File: config.mk
export PLATFORM = sky130hd
export DESIGN_NAME = t8co_timer
export DESIGN_NICKNAME = d
export VERILOG_FILES = /design/src/common/t8co_pkg.sv /design/src/common/t8co_tick_if.sv /design/src/design/t8co_prescaler.sv /design/src/design/t8co_edge_sync.sv /design/src/design/t8co_timer.sv
export VERILOG_INCLUDE_DIRS = /design/src /design/src/common
export SDC_FILE = /design/constraint.sdc
export NUM_CORES = 1
export LEC_CHECK = 0
export ABC_AREA = 1
export CORE_MARGIN = 2
export CORE_UTILIZATION = 50
export DETAILED_ROUTE_END_ITERATION = 12
export DONT_BUFFER_PORTS = 1
export GPL_TIMING_DRIVEN = 0
export PLACE_DENSITY = 0.74
export SYNTH_ARGS = -nofsm -noshare
export SYNTH_HDL_FRONTEND = slang
export SYNTH_SLANG_ARGS = --single-unit
File: constraint.sdc
create_clock -name clk_sys_in -period 2.3 [get_ports clk_sys_in]
set_input_delay 0.345 -clock clk_sys_in [delete_from_list [all_inputs] [get_ports clk_sys_in]]
set_output_delay 0.345 -clock clk_sys_in [all_outputs]
set_load 0.01 [all_outputs]
File: src/common/t8co_params.svh
`ifndef T8CO_PARAMS_SVH
`define T8CO_PARAMS_SVH
// register offsets in the processor i/o space
`define T8CO_ADDR_W 6
`define T8CO_OFF_CMP 6'h23
`define T8CO_OFF_CNT 6'h24
`define T8CO_OFF_CTL 6'h25
`define T8CO_OFF_FLG 6'h36
`define T8CO_OFF_MSK 6'h37
// control register fields
`define T8CO_CTL_FOC 7
`define T8CO_CTL_WGM0 6
`define T8CO_CTL_COM1 5
`define T8CO_CTL_COM0 4
`define T8CO_CTL_WGM1 3
`define T8CO_CTL_CS2 2
`define T8CO_CTL_CS0 0
// flag and mask fields
`define T8CO_BIT_CMP 1
`define T8CO_BIT_OVF 0
// reset values and counter limits
`define T8CO_RST_BYTE 8'h00
`define T8CO_RST_CTL 7'h00
`define T8CO_RST_BITS 2'h0
`define T8CO_CNT_MAX 8'hff
`define T8CO_CNT_BOT 8'h00
// prescaler: divide by 2**log
`define T8CO_PRESC_W 10
`define T8CO_DIV8_LOG 3
`define T8CO_DIV64_LOG 6
`define T8CO_DIV256_LOG 8
`define T8CO_DIV1024_LOG 10
`endif

File: src/common/t8co_pkg.sv
`include "t8co_params.svh"
package t8co_pkg;
   typedef enum logic [1:0] {
      WGM_NORMAL, WGM_PWM_PC, WGM_CTC, WGM_FAST
   } t8co_wgm_t;

   typedef enum logic {DIR_UP, DIR_DOWN} t8co_dir_t;

   function automatic t8co_wgm_t t8co_mode(input logic wgm1,
                                          input logic wgm0);
      unique case ({wgm1, wgm0})
         2'h0: return WGM_NORMAL;
         2'h1: return WGM_PWM_PC;
         2'h2: return WGM_CTC;
         2'h3: return WGM_FAST;
      endcase
   endfunction : t8co_mode

   // pin action for a compare event; inv swaps set and clear
   function automatic logic t8co_wave_act(input logic [1:0] com,
                                          input logic inv,
                                          input logic cur);
      unique case (com)
         2'h0: return cur;
         2'h1: return ~cur;
         2'h2: return inv;
         2'h3: return ~inv;
      endcase
   endfunction : t8co_wave_act
endpackage : t8co_pkg

File: src/common/t8co_tick_if.sv
`timescale 1ns/100ps
`default_nettype none
interface t8co_tick_if;
   logic [3:0] div_tick;
   logic ext_fall;
   modport presc (output div_tick);
   modport edge_det (output ext_fall);
   modport core (input div_tick, input ext_fall);
endinterface : t8co_tick_if
`default_nettype wire

File: src/design/t8co_prescaler.sv
`timescale 1ns/100ps
`default_nettype none
`include "t8co_params.svh"
module t8co_prescaler (
   input wire logic clk_sys_in,
   input wire logic resetn_in,
   input wire logic clk_en_in,
   t8co_tick_if.presc tick_out
);
   import t8co_pkg::*;

   logic [`T8CO_PRESC_W-1:0] pre_r;
   logic [`T8CO_PRESC_W-1:0] pre_nxt;

   function automatic logic low_ones(input logic [9:0] v, input int n);
      logic [9:0] m;
      m = 10'((32'd1 << n) - 32'd1);
      return (v & m) == m;
   endfunction : low_ones

   // free running, shared by every divided selection
   always_comb begin
      pre_nxt = pre_r + 10'h001;
   end

   always_ff @(posedge clk_sys_in or negedge resetn_in) begin
      if (!resetn_in) begin
         pre_r <= 10'h000;
      end else if (clk_en_in) begin
         pre_r <= pre_nxt;
      end
   end

   assign tick_out.div_tick[0] = low_ones(pre_r, `T8CO_DIV8_LOG);
   assign tick_out.div_tick[1] = low_ones(pre_r, `T8CO_DIV64_LOG);
   assign tick_out.div_tick[2] = low_ones(pre_r, `T8CO_DIV256_LOG);
   assign tick_out.div_tick[3] = low_ones(pre_r, `T8CO_DIV1024_LOG);
endmodule : t8co_prescaler
`default_nettype wire

File: src/design/t8co_edge_sync.sv
`timescale 1ns/100ps
`default_nettype none
module t8co_edge_sync (
   input wire logic clk_sys_in,
   input wire logic resetn_in,
   input wire logic clk_en_in,
   input wire logic pin_in,
   t8co_tick_if.edge_det edge_out
);
   import t8co_pkg::*;

   logic meta_r;
   logic sync_r;
   logic prev_r;
   logic fall_r;
   logic fall_nxt;

   // only sync_r and prev_r feed the detector, never meta_r
   always_comb begin
      fall_nxt = prev_r & ~sync_r;
   end

   always_ff @(posedge clk_sys_in or negedge resetn_in) begin
      if (!resetn_in) begin
         meta_r <= 1'b0;
         sync_r <= 1'b0;
         prev_r <= 1'b0;
         fall_r <= 1'b0;
      end else if (clk_en_in) begin
         meta_r <= pin_in;
         sync_r <= meta_r;
         prev_r <= sync_r;
         fall_r <= fall_nxt;
      end
   end

   assign edge_out.ext_fall = fall_r;
endmodule : t8co_edge_sync
`default_nettype wire

File: src/design/t8co_timer.sv
// Notes on behaviour
// - a three-bit clock select picks stop, clk/1, or clk/8, /64, /256, /1024 from one shared prescaler.
// - the two highest select codes count falling edges of the external count pin.
// - the external pin counts whatever its port direction, so software may drive it.
// - the counter value register is 8-bit, readable and writable, reset to zero.
// - a write to the counter value suppresses the compare match of the next timer clock.
// - the 8-bit compare value is compared on each timer clock and feeds both the flag and the wave pin.
// - the compare match flag sets when the counter equals the compare value.
// - the compare flag clears on vector acknowledge or a written one; a written zero does nothing.
// - the overflow flag sets whenever the counter overflows.
// - the overflow flag clears on vector acknowledge or a written one.
// - in phase correct pwm the overflow flag sets on the direction change at zero instead.
// - the compare interrupt asks only while flag, its enable and the global enable are all set.
// - the overflow interrupt asks only while flag, its enable and the global enable are all set.
// - the mask register holds the compare enable in bit 1 and the overflow enable in bit 0, reset zero.
// - the flag register holds the compare flag in bit 1 and the overflow flag in bit 0, reset zero.
`timescale 1ns/100ps
`default_nettype none
`include "t8co_params.svh"
module t8co_timer (
   input wire logic clk_sys_in,
   input wire logic resetn_in,
   input wire logic clk_en_in,
   input wire logic [`T8CO_ADDR_W-1:0] io_addr_in,
   input wire logic [7:0] io_wdata_in,
   input wire logic io_we_in,
   input wire logic io_re_in,
   output logic [7:0] io_rdata_out,
   input wire logic external_count_pin_in,
   input wire logic cpu_status_gie_in,
   input wire logic compare_ack_in,
   input wire logic overflow_ack_in,
   output logic compare_irq_out,
   output logic overflow_irq_out,
   output logic wave_output_pin_out,
   output logic wave_output_pin_oe_out
);
   import t8co_pkg::*;

   ////////////////////////////////////////////////////////////////////
   // tick sources

   t8co_tick_if ticks ();

   t8co_prescaler u_presc (
      .clk_sys_in (clk_sys_in),
      .resetn_in (resetn_in),
      .clk_en_in (clk_en_in),
      .tick_out (ticks.presc)
   );

   t8co_edge_sync u_edge (
      .clk_sys_in (clk_sys_in),
      .resetn_in (resetn_in),
      .clk_en_in (clk_en_in),
      .pin_in (external_count_pin_in),
      .edge_out (ticks.edge_det)
   );

   ////////////////////////////////////////////////////////////////////
   // declarations

   logic [6:0] ctl_r;
   logic [6:0] ctl_nxt;
   logic [7:0] compare_value_r;
   logic [7:0] compare_value_nxt;
   logic [1:0] timer_irq_mask_r;
   logic [1:0] timer_irq_mask_nxt;
   logic [7:0] counter_value_r;
   logic [7:0] counter_value_nxt;
   t8co_dir_t dir_r;
   t8co_dir_t dir_nxt;
   logic block_r;
   logic block_nxt;
   logic [1:0] timer_irq_flags_r;
   logic [1:0] timer_irq_flags_nxt;
   logic wave_r;
   logic wave_nxt;
   logic wave_oe_r;
   logic wave_oe_nxt;
   logic cmp_irq_r;
   logic cmp_irq_nxt;
   logic ovf_irq_r;
   logic ovf_irq_nxt;
   logic [7:0] rdata_r;
   logic [7:0] rdata_nxt;

   logic wr_cmp;
   logic wr_cnt;
   logic wr_ctl;
   logic wr_flg;
   logic wr_msk;
   logic [2:0] count_clock_select;
   logic [1:0] com;
   t8co_wgm_t mode;
   logic pwm;
   logic tick;
   logic match;
   logic ovf_evt;
   logic bottom_evt;
   logic force_cmp;

   ////////////////////////////////////////////////////////////////////
   // decode

   function automatic logic hit(input logic [`T8CO_ADDR_W-1:0] a);
      return io_we_in && (io_addr_in == a);
   endfunction : hit

   always_comb begin
      wr_cmp = hit(`T8CO_OFF_CMP);
      wr_cnt = hit(`T8CO_OFF_CNT);
      wr_ctl = hit(`T8CO_OFF_CTL);
      wr_flg = hit(`T8CO_OFF_FLG);
      wr_msk = hit(`T8CO_OFF_MSK);
      count_clock_select = ctl_r[`T8CO_CTL_CS2:`T8CO_CTL_CS0];
      com = ctl_r[`T8CO_CTL_COM1:`T8CO_CTL_COM0];
      mode = t8co_mode(ctl_r[`T8CO_CTL_WGM1], ctl_r[`T8CO_CTL_WGM0]);
      pwm = (mode == WGM_PWM_PC) || (mode == WGM_FAST);
   end

   // timer clock enable; the shared prescaler is never cleared, so the first
   // divided tick after a select change may land anywhere in one period
   always_comb begin
      unique case (count_clock_select)
         3'h0: tick = 1'b0;
         3'h1: tick = 1'b1;
         3'h2: tick = ticks.div_tick[0];
         3'h3: tick = ticks.div_tick[1];
         3'h4: tick = ticks.div_tick[2];
         3'h5: tick = ticks.div_tick[3];
         // both top codes count falling pin edges, rising edges are ignored;
         // the pin is sampled regardless of its port direction
         3'h6, 3'h7: tick = ticks.ext_fall;
      endcase
   end

   // comparison uses the value held before this tick's step
   always_comb begin
      match = tick && !block_r && (counter_value_r == compare_value_r);
      force_cmp = wr_ctl && io_wdata_in[`T8CO_CTL_FOC] && !pwm;
   end

   ////////////////////////////////////////////////////////////////////
   // configuration registers

   always_comb begin
      ctl_nxt = ctl_r;
      compare_value_nxt = compare_value_r;
      timer_irq_mask_nxt = timer_irq_mask_r;
      if (wr_ctl) begin
         ctl_nxt = io_wdata_in[6:0];
      end
      if (wr_cmp) begin
         compare_value_nxt = io_wdata_in;
      end
      if (wr_msk) begin
         timer_irq_mask_nxt = io_wdata_in[1:0];
      end
   end

   always_ff @(posedge clk_sys_in or negedge resetn_in) begin
      if (!resetn_in) begin
         ctl_r <= `T8CO_RST_CTL;
         compare_value_r <= `T8CO_RST_BYTE;
         timer_irq_mask_r <= `T8CO_RST_BITS;
      end else if (clk_en_in) begin
         ctl_r <= ctl_nxt;
         compare_value_r <= compare_value_nxt;
         timer_irq_mask_r <= timer_irq_mask_nxt;
      end
   end

   ////////////////////////////////////////////////////////////////////
   // counter

   always_comb begin
      counter_value_nxt = counter_value_r;
      dir_nxt = dir_r;
      block_nxt = block_r;
      ovf_evt = 1'b0;
      bottom_evt = 1'b0;
      if (wr_cnt) begin
         // a write beats the step and masks the next match
         counter_value_nxt = io_wdata_in;
         block_nxt = 1'b1;
      end else if (tick) begin
         block_nxt = 1'b0;
         unique case (mode)
            WGM_PWM_PC: begin
               if (dir_r == DIR_UP) begin
                  if (counter_value_r == `T8CO_CNT_MAX) begin
                     dir_nxt = DIR_DOWN;
                     counter_value_nxt = counter_value_r - 8'h01;
                  end else begin
                     counter_value_nxt = counter_value_r + 8'h01;
                  end
               end else begin
                  if (counter_value_r == `T8CO_CNT_BOT) begin
                     dir_nxt = DIR_UP;
                     counter_value_nxt = counter_value_r + 8'h01;
                     ovf_evt = 1'b1;
                  end else begin
                     counter_value_nxt = counter_value_r - 8'h01;
                  end
               end
            end
            WGM_CTC: begin
               if (counter_value_r == compare_value_r) begin
                  counter_value_nxt = `T8CO_CNT_BOT;
               end else begin
                  counter_value_nxt = counter_value_r + 8'h01;
               end
               ovf_evt = (counter_value_r == `T8CO_CNT_MAX);
            end
            default: begin
               counter_value_nxt = counter_value_r + 8'h01;
               ovf_evt = (counter_value_r == `T8CO_CNT_MAX);
               bottom_evt = ovf_evt;
            end
         endcase
      end
   end

   always_ff @(posedge clk_sys_in or negedge resetn_in) begin
      if (!resetn_in) begin
         counter_value_r <= `T8CO_RST_BYTE;
         dir_r <= DIR_UP;
         block_r <= 1'b0;
      end else if (clk_en_in) begin
         counter_value_r <= counter_value_nxt;
         dir_r <= dir_nxt;
         block_r <= block_nxt;
      end
   end

   ////////////////////////////////////////////////////////////////////
   // flags: a hardware set in the clearing cycle wins

   always_comb begin
      logic [1:0] clr;
      logic [1:0] set;
      clr = 2'h0;
      set = 2'h0;
      if (wr_flg) begin
         clr = io_wdata_in[1:0];
      end
      clr[`T8CO_BIT_CMP] = clr[`T8CO_BIT_CMP] | compare_ack_in;
      clr[`T8CO_BIT_OVF] = clr[`T8CO_BIT_OVF] | overflow_ack_in;
      set[`T8CO_BIT_CMP] = match;
      set[`T8CO_BIT_OVF] = ovf_evt;
      timer_irq_flags_nxt = (timer_irq_flags_r & ~clr) | set;
   end

   always_ff @(posedge clk_sys_in or negedge resetn_in) begin
      if (!resetn_in) begin
         timer_irq_flags_r <= `T8CO_RST_BITS;
      end else if (clk_en_in) begin
         timer_irq_flags_r <= timer_irq_flags_nxt;
      end
   end

   ////////////////////////////////////////////////////////////////////
   // waveform pin

   always_comb begin
      wave_nxt = wave_r;
      wave_oe_nxt = (com != 2'h0);
      if (force_cmp) begin
         // forced compare touches the pin only, never a flag
         wave_nxt = t8co_wave_act(com, 1'b0, wave_r);
      end else if (pwm && com == 2'h1) begin
         wave_nxt = wave_r;
      end else if (match) begin
         unique case (mode)
            WGM_PWM_PC: begin
               wave_nxt = t8co_wave_act(com, dir_r == DIR_DOWN, wave_r);
            end
            default: begin
               wave_nxt = t8co_wave_act(com, 1'b0, wave_r);
            end
         endcase
      end else if (mode == WGM_FAST && bottom_evt) begin
         wave_nxt = t8co_wave_act(com, 1'b1, wave_r);
      end
   end

   always_ff @(posedge clk_sys_in or negedge resetn_in) begin
      if (!resetn_in) begin
         wave_r <= 1'b0;
         wave_oe_r <= 1'b0;
      end else if (clk_en_in) begin
         wave_r <= wave_nxt;
         wave_oe_r <= wave_oe_nxt;
      end
   end

   ////////////////////////////////////////////////////////////////////
   // interrupt requests and read data

   always_comb begin
      cmp_irq_nxt = timer_irq_flags_r[`T8CO_BIT_CMP] &&
                    timer_irq_mask_r[`T8CO_BIT_CMP] &&
                    cpu_status_gie_in;
      ovf_irq_nxt = timer_irq_flags_r[`T8CO_BIT_OVF] &&
                    timer_irq_mask_r[`T8CO_BIT_OVF] &&
                    cpu_status_gie_in;
      rdata_nxt = rdata_r;
      if (io_re_in) begin
         unique case (io_addr_in)
            `T8CO_OFF_CMP: rdata_nxt = compare_value_r;
            `T8CO_OFF_CNT: rdata_nxt = counter_value_r;
            // force strobe always reads zero
            `T8CO_OFF_CTL: rdata_nxt = {1'b0, ctl_r};
            `T8CO_OFF_FLG: rdata_nxt = {6'h00, timer_irq_flags_r};
            `T8CO_OFF_MSK: rdata_nxt = {6'h00, timer_irq_mask_r};
            default: rdata_nxt = 8'h00;
         endcase
      end
   end

   always_ff @(posedge clk_sys_in or negedge resetn_in) begin
      if (!resetn_in) begin
         cmp_irq_r <= 1'b0;
         ovf_irq_r <= 1'b0;
         rdata_r <= 8'h00;
      end else if (clk_en_in) begin
         cmp_irq_r <= cmp_irq_nxt;
         ovf_irq_r <= ovf_irq_nxt;
         rdata_r <= rdata_nxt;
      end
   end

   // every output is a flop so the pins carry no decode glitches
   assign io_rdata_out = rdata_r;
   assign compare_irq_out = cmp_irq_r;
   assign overflow_irq_out = ovf_irq_r;
   assign wave_output_pin_out = wave_r;
   assign wave_output_pin_oe_out = wave_oe_r;
endmodule : t8co_timer
`default_nettype wire

==> results.md, run 1 <==
* CTS Buf Count at 5
* Switching share of total power at approximately 38%
* Post-Synthesis Net Count at about 490
* Drt wl/cell at approximately 16 µm
* Hold Path End: u_edge.meta_r$_DFFE_PN0P_
* Most frequent CP cell: nand2_1
* Worst slew pin tran at about 0.43 ns
* Max-slew violations at 0
* Worst path bufs/invs at 0
* Area grow syn2layout at 7.28%
* Seq pwr share at a little under half
* Critical Path Start Type: flop
* FF-to-FF End: counter_value_r[1]$_DFFE_PN0P_
* Layout cell share with drive strength beyond 1 at 8.05%
* Sequential area share after synthesis at between 40% and 50%
* Starting Density at approximately 52%
* WS Path Type: flop to flop
* Hold_sp: external_count_pin_in
* Post-Place Cell Area at 3480 µm²
* Hold_buf cts at 2
* Final net count at 502
* GPL Wtd Cong at roughly 1
* Required time at the worst-slack endpoint at around 2.6 ns
* Root Buffer: clkbuf_8
* R2R Setup Slk at approximately 0.22 ns
* Setup_tns at 0 ns
* Initial DRT Pass Iterations at 4
* VDD IR max at approximately 0.37 mV
* Int Power at 1.75 mW
* Share of total power in the clock network at between 20% and 30%
* Synth Cell Area at between 3000 and 4000 µm²
* Clk_lat worst skew at 0.31 ns
* Maxcap violations at 0
* Yosys cell types at 34
* Worst r2r src: counter_value_r[0]$_DFFE_PN0P_
* P_leak at roughly 1.8 nW
* CP Capture Type: flop
* Mean Syn Cell Area at approximately 7.3 µm²
* Synth Instances at between 400 and 500
* CP max stage cell: dfrtp_1
* Maximum clock insertion buffer count at 2
* Slew Limit Headroom at between 70% and 80%
* Status: finished clean
* First-pass GRT wire length at roughly 14000 µm
* Power Dens Cells at just under 800 nW/µm²
* Htree depth at 2
* Routed via count at ~3000
* CP cell instances: ha_1 > nand2_1 > nor2_4 > nand4_2 > nand2_2 > nand3_2 > nor2_2 > o21ai_0 > nand2_1 > nand2_1 > nand2_1
* Final Hold Viols at 0
* WP data arrival at roughly 2.3 ns
* Clk pin slew, worst setup/hold paths at roughly 0.1 ns
* DRC viols at 0
* FF/Latch Area at around 1400 µm²
* DIE WIDTH at 86.3 µm
* Post-synthesis sequential element count at 55
* Main flop type after synthesis: dfrtp_1
* Delay of the slowest critical-path stage at ~0.54 ns
* Final HPWL DP at about 6400 µm
* ANT nets after route at 0
* Asr flop ratio synth at 100%
* CTS tree: done
* Gr usage total at between 20% and 30%
* Comb pwr share at a little under a third
* Delay-heaviest family, CP: simple AND/OR/NAND/NOR gates
* GR Overflow Total at 0
* HP Class: input port to flop
* Setup Skew at roughly 0.0085 ns
* Post-CTS Setup Bufs at 0
* Tmin final at 2.08 ns
* Multi-input gate area at 1740 µm²
* Vias in the first global route at 2954
* Core footprint at roughly 6500 µm²
* Final Cell Area at 3630 µm²
* Post-DR vias/cell at 5.62
* Largest net degree at the start of global routing at between 50 and 60
* Number of synthesis warnings at 0
* Initial drt markers at between 200 and 300
* Largest fanout on the critical path at 7
* CTS resizes at 0
* Quantity of I/O buffers inserted on ports at 0
* Final setup violation count at 0
* N_diodes at 0
* Hold-critical path depth at 2
* Io pins at 35
* Switch Pwr at between 1 and 1.5 mW
* RSZ-0062 raised after global routing: false
* Initial antenna violation count at 0
* # rows at 29
* Filler cells at between 600 and 700
* Final wirelength at approximately 8600 µm
* EDFF count, synth at 0
* Max frequency at slightly below 500 MHz
* Fin crit share at around nine tenths
* Number of sinks on the clock net at 55
* Crit path depth at 11
* Die Footprint at 7440 µm²
* Die height at 86.3 µm
* R2R depth at 11
-- cell type report --
cell class / count / share of cell area, %
inverter: 52 / 5.38
timing repair buffer: 2 / 1.03
clock buffer: 5 / 1.90
buffer: 12 / 1.96
sequential: 55 / 37.9
multi-input combinational: 343 / 48.0
tap: 77 / 2.65
clock inverter: 3 / 1.21
-- power groups by stage --
stage / Sequential, mW / Clock (mW) / Combinational, mW
after CTS: 1.26 / 0.667 / 0.855
after detailed placement: 1.29 / 0 / 0.805
final: 1.27 / 0.660 / 0.870
after global placement: 1.28 / 0 / 0.795
after floorplan: 1.24 / 0 / 0.665
after global routing: 1.29 / 0.700 / 0.984
-- routing by layer --
layer | GRT usage, % | routed length, µm | vias up | share of wire (%)
li1 | - | - | 1503 | -
met1 | 35.5 | 4000 | 1443 | 47
met2 | 37.5 | 3750 | 124 | 44
met3 | 4.86 | 651 | 18 | 7.6
met4 | 9.23 | 200 | 0 | 2.3
met5 | 0 | 0 | - | 0
-- per-stage QoR --
step | setup slack, ns | utilization (%) | hold WS [ns] | power [mW] | cells
global placement | 0.359 | 53.9 | 0.0517 | 2.08 | 539
CTS | 0.277 | 56.2 | 0.142 | 2.79 | 549
global route | 0.0877 | 56.2 | 0.150 | 2.97 | 549
detailed placement | 0.316 | 53.9 | 0.0518 | 2.09 | 539
finish | 0.222 | 56.2 | 0.147 | 2.80 | 549
floorplan | 0.628 | - | 0.0494 | 1.90 | 462
-- state kept, by name (all words and copies together), names as in the netlist, 2 cells and up --
| register | cells |
|---|---|
| u_presc.pre_r | 10 |
| compare_value_r | 8 |
| counter_value_r | 8 |
| io_rdata_out | 8 |
| ctl_r | 7 |
| timer_irq_flags_r | 2 |
| timer_irq_mask_r | 2 |
-- synth_stat cells (2+ instances only) --
library cell	number	area [µm²]
a21oi_1	17	85.1
a21oi_2	3	26.3
a221oi_1	4	35.0
a31oi_1	4	25.0
buf_2	3	15.0
buf_4	2	15.0
buf_6	2	22.5
clkbuf_1	5	18.8
dfrtp_1	55	1380
ha_1	8	100
inv_1	51	191
nand2_1	154	578
nand2_2	6	37.5
nand3_1	26	130
nand3_2	2	20.0
nand4_1	3	18.8
nand4_2	2	25.0
nor2_1	32	120
nor2_2	4	25.0
nor2_4	3	33.8
nor3_1	3	15.0
o211ai_1	3	22.5
o21ai_0	42	210
o21ai_1	2	10.0
xnor2_1	8	70.1
xor2_1	10	87.6
-- how the worst max path moves through the flow --
stage,startpoint,endpoint
floorplan,u_presc.pre_r[0]$_DFFE_PN0P_,counter_value_r[6]$_DFFE_PN0P_
global route,counter_value_r[0]$_DFFE_PN0P_,counter_value_r[7]$_DFFE_PN0P_
detailed placement,counter_value_r[0]$_DFFE_PN0P_,counter_value_r[7]$_DFFE_PN0P_
CTS,counter_value_r[0]$_DFFE_PN0P_,counter_value_r[7]$_DFFE_PN0P_
global placement,counter_value_r[0]$_DFFE_PN0P_,counter_value_r[7]$_DFFE_PN0P_
finish,counter_value_r[0]$_DFFE_PN0P_,counter_value_r[1]$_DFFE_PN0P_
-- cell families (layout without fill, tap and decap cells) --
family / after synthesis / in the layout / synth area share (%)
xor gates and xnor gates: 18 / 18 / 4.66
adders and majority gates: 8 / 8 / 2.96
DFF: 55 / 55 / 40.7
AOI/OAI and AO/OA: 81 / 81 / 13.7
and+or+nand+nor: 236 / 236 / 30.1
buffers and inverters: 64 / 74 / 7.87
-- worst reg2reg max path: stages, from the launching register on --
cell	delay (ns)
dfrtp_1	0.54
ha_1	0.23
nand2_1	0.11
nor2_4	0.16
nand4_2	0.16
nand2_2	0.15
nand3_2	0.12
nor2_2	0.19
o21ai_0	0.13
nand2_1	0.08
nand2_1	0.08
nand2_1	0.06
-- placed cells by master, fill, tap and decap left out, drive strengths merged, types with 3 or more instances in the layout --
cell type,n
nand2,160
dfrtp,55
inv,51
o21ai,45
nor2,39
nand3,28
a21oi,20
xor2,10
clkbuf,10
xnor2,8
ha,8
buf,8
nand4,5
a221oi,4
a31oi,4
nor3,4
o211ai,3
clkinv,3
Note: power is estimated with default switching activity, not from simulation.
==> run 2, diff against run 1 <==
CELL_PAD_IN_SITES_DETAIL_PLACEMENT = 0   (was unset)
CELL_PAD_IN_SITES_GLOBAL_PLACEMENT = 1   (was unset)
CORE_UTILIZATION = 46   (was 50)
GPL_ROUTABILITY_DRIVEN = 0   (was unset)
PLACE_DENSITY = 0.88   (was 0.74)
==> results.md, run 2 (synthesized netlist as in run 1, its figures left out) <==
* Die height at 89.8 µm (+4.1%)
* Final net count at 502 (unchanged)
* CP max stage cell: dfrtp_1
* Setup Skew at 0.00746 ns (-0.00102 ns)
* Critical Path Start Type: flop
* RSZ-0062 raised after global routing: false
* Routed via count at 2988 (-3.2%)
* Vias in the first global route at 2844 (-3.7%)
* Final worst setup slack at 0.329 ns (+0.107 ns)
* Gr usage total at 22.0% (-2.9 points)
* CTS resizes at 0 (unchanged)
* Clk_lat worst skew at 0.32 ns (about the same)
* CTS tree: done
* N_diodes at 0 (unchanged)
* Required time at the worst-slack endpoint at 2.53 ns (-0.03 ns)
* Root Buffer: clkbuf_8
* R2R Setup Slk at 0.33 ns (+0.11 ns)
* Largest net degree at the start of global routing at 56 (unchanged)
* # rows at 31 (+6.9%)
* Starting Density at 47.2% (-5.2 points)
* Final Hold Viols at 0 (unchanged)
* Initial antenna violation count at 0 (unchanged)
* Number of sinks on the clock net at 55 (unchanged)
* Clk pin slew, worst setup/hold paths at 0.11 ns (about the same)
* Commonest non-fill, non-tap cell in the layout: nand2_1
* DRC viols at 0 (unchanged)
* VDD IR max at 0.392 mV (+5.2%)
* Initial drt markers at 176 (-36%)
* Tmin final at 1.97 ns (-0.107 ns)
* Final wirelength at 8540 µm (-0.69%)
* Worst slew pin tran at 0.438 ns (+0.0129 ns)
* WP data arrival at 2.20 ns (-0.13 ns)
* Largest register FFs at 10 (unchanged)
* Max frequency at 507 MHz (+5.4%)
* HP Class: input port to flop
* Most flop-heavy register: u_presc.pre_r
* ANT nets after route at 0 (unchanged)
* Post-DR vias/cell at 5.23 (-7.0%)
* Final HPWL DP at 6510 µm (+1.5%)
* Quantity of I/O buffers inserted on ports at 0 (unchanged)
* Final setup violation count at 0 (unchanged)
* WS Path Type: flop to flop
* First-pass GRT wire length at 14300 µm (-1.4%)
* Hold slack final at 0.139 ns (-0.00743 ns)
* Most frequent CP cell: nand2_1
* Layout cell share with drive strength beyond 1 at 8.05% (unchanged)
* Maximum clock insertion buffer count at 2 (unchanged)
* Die Footprint at 8060 µm² (+8.3%)
* Htree depth at 2 (unchanged)
* Largest fanout on the critical path at 7 (unchanged)
* Status: finished clean
* Initial DRT Pass Iterations at 4 (unchanged)
* Total Power at 2.79 mW (-0.24%)
* Io pins at 35 (unchanged)
* GR Overflow Total at 0 (unchanged)
* CP Capture Type: flop
* Pre-CTS WS at 0.380 ns (+0.0639 ns)
* Max-slew violations at 0 (unchanged)
* CP cell instances: ha_1 > nand2_1 > nor2_4 > nand4_2 > nand2_2 > nand2_2 > nand2_1 > nand3_1 > nand2_1 > nand3_1 > nand2_1 > nand2_1
* CTS Buf Count at 5 (unchanged)
* Area grow syn2layout at 8.28%
* Setup_tns at 0 ns (unchanged)
* Most frequent cells in the layout: nand2_1 (154), dfrtp_1 (55), inv_1 (51), o21ai_0 (42), nor2_1 (32)
* DIE WIDTH at 89.8 µm (+4.1%)
* Post-CTS Setup Bufs at 0 (unchanged)
* P_leak at 1.82 nW (+0.14%)
* Power Dens Cells at 762 nW/µm² (-1.2%)
* Slew Limit Headroom at 70.7% (-0.87 points)
* Fin crit share at 85.7% (-4.6 points)
* Delay of the slowest critical-path stage at 0.52 ns (-0.02 ns)
* Drt wl/cell at 15.0 µm (-4.5%)
* Maxcap violations at 0 (unchanged)
* Core footprint at 7180 µm² (+11%)
* Hold_buf cts at 2 (unchanged)
-- run 2: final cells by class --
class                           instances  area [µm²]
Inverter                               52         195
Tap cell                               99         124
Sequential cell                        55        1380
Clock buffer                            5        68.8
Buffer                                 12        71.3
Clock inverter                          3        50.0
Fill cell                             737        3510
Multi-Input combinational cell        343        1740
Timing Repair Buffer                    2        37.5
-- run 2: through the flow --
step	cell area, µm²	util [%]	instances
after floorplan	3380	-	462
after global placement	3510	48.9	561
after detailed placement	3510	48.9	561
after CTS	3660	51.1	571
after global routing	3660	51.1	571
final	3660	51.1	571
-- run 2: power breakdown --
part	internal (mW)	total (mW)	switching, mW
logic	0.319	0.831	0.512
clock network	0.337	0.693	0.357
registers	1.10	1.27	0.167
-- run 2: routing by layer --
layer  up-vias  track usage, %  part of all wire, %
li1       1498               -                    -
met1      1401            28.5                   44
met2        76            37.7                   49
met3        13            3.86                  4.9
met4         0            6.54                  1.9
met5         -               0                    0
-- run 2: worst max-delay path, delay by kind of cell, from the launching register on --
family / cells / cell delay (ns)
adders and majority gates: 1 / 0.22
DFF: 1 / 0.52
and+or+nand+nor: 11 / 1.13
-- run 2: final timing paths --
| path | start | endpoint | cells after the start |
|---|---|---|---|
| max | counter_value_r[0]$_DFFE_PN0P_ | counter_value_r[7]$_DFFE_PN0P_ | 12 |
| min | external_count_pin_in | u_edge.meta_r$_DFFE_PN0P_ | 2 |
| max reg2reg | counter_value_r[0]$_DFFE_PN0P_ | counter_value_r[7]$_DFFE_PN0P_ | 12 |
| min reg2reg | u_presc.pre_r[9]$_DFFE_PN0P_ | u_presc.pre_r[9]$_DFFE_PN0P_ | 1 |
| max in group asynchronous | resetn_in | timer_irq_flags_r[0]$_DFFE_PN0P_ | 2 |
| min in group asynchronous | resetn_in | io_rdata_out[5]$_DFFE_PN0P_ | 2 |
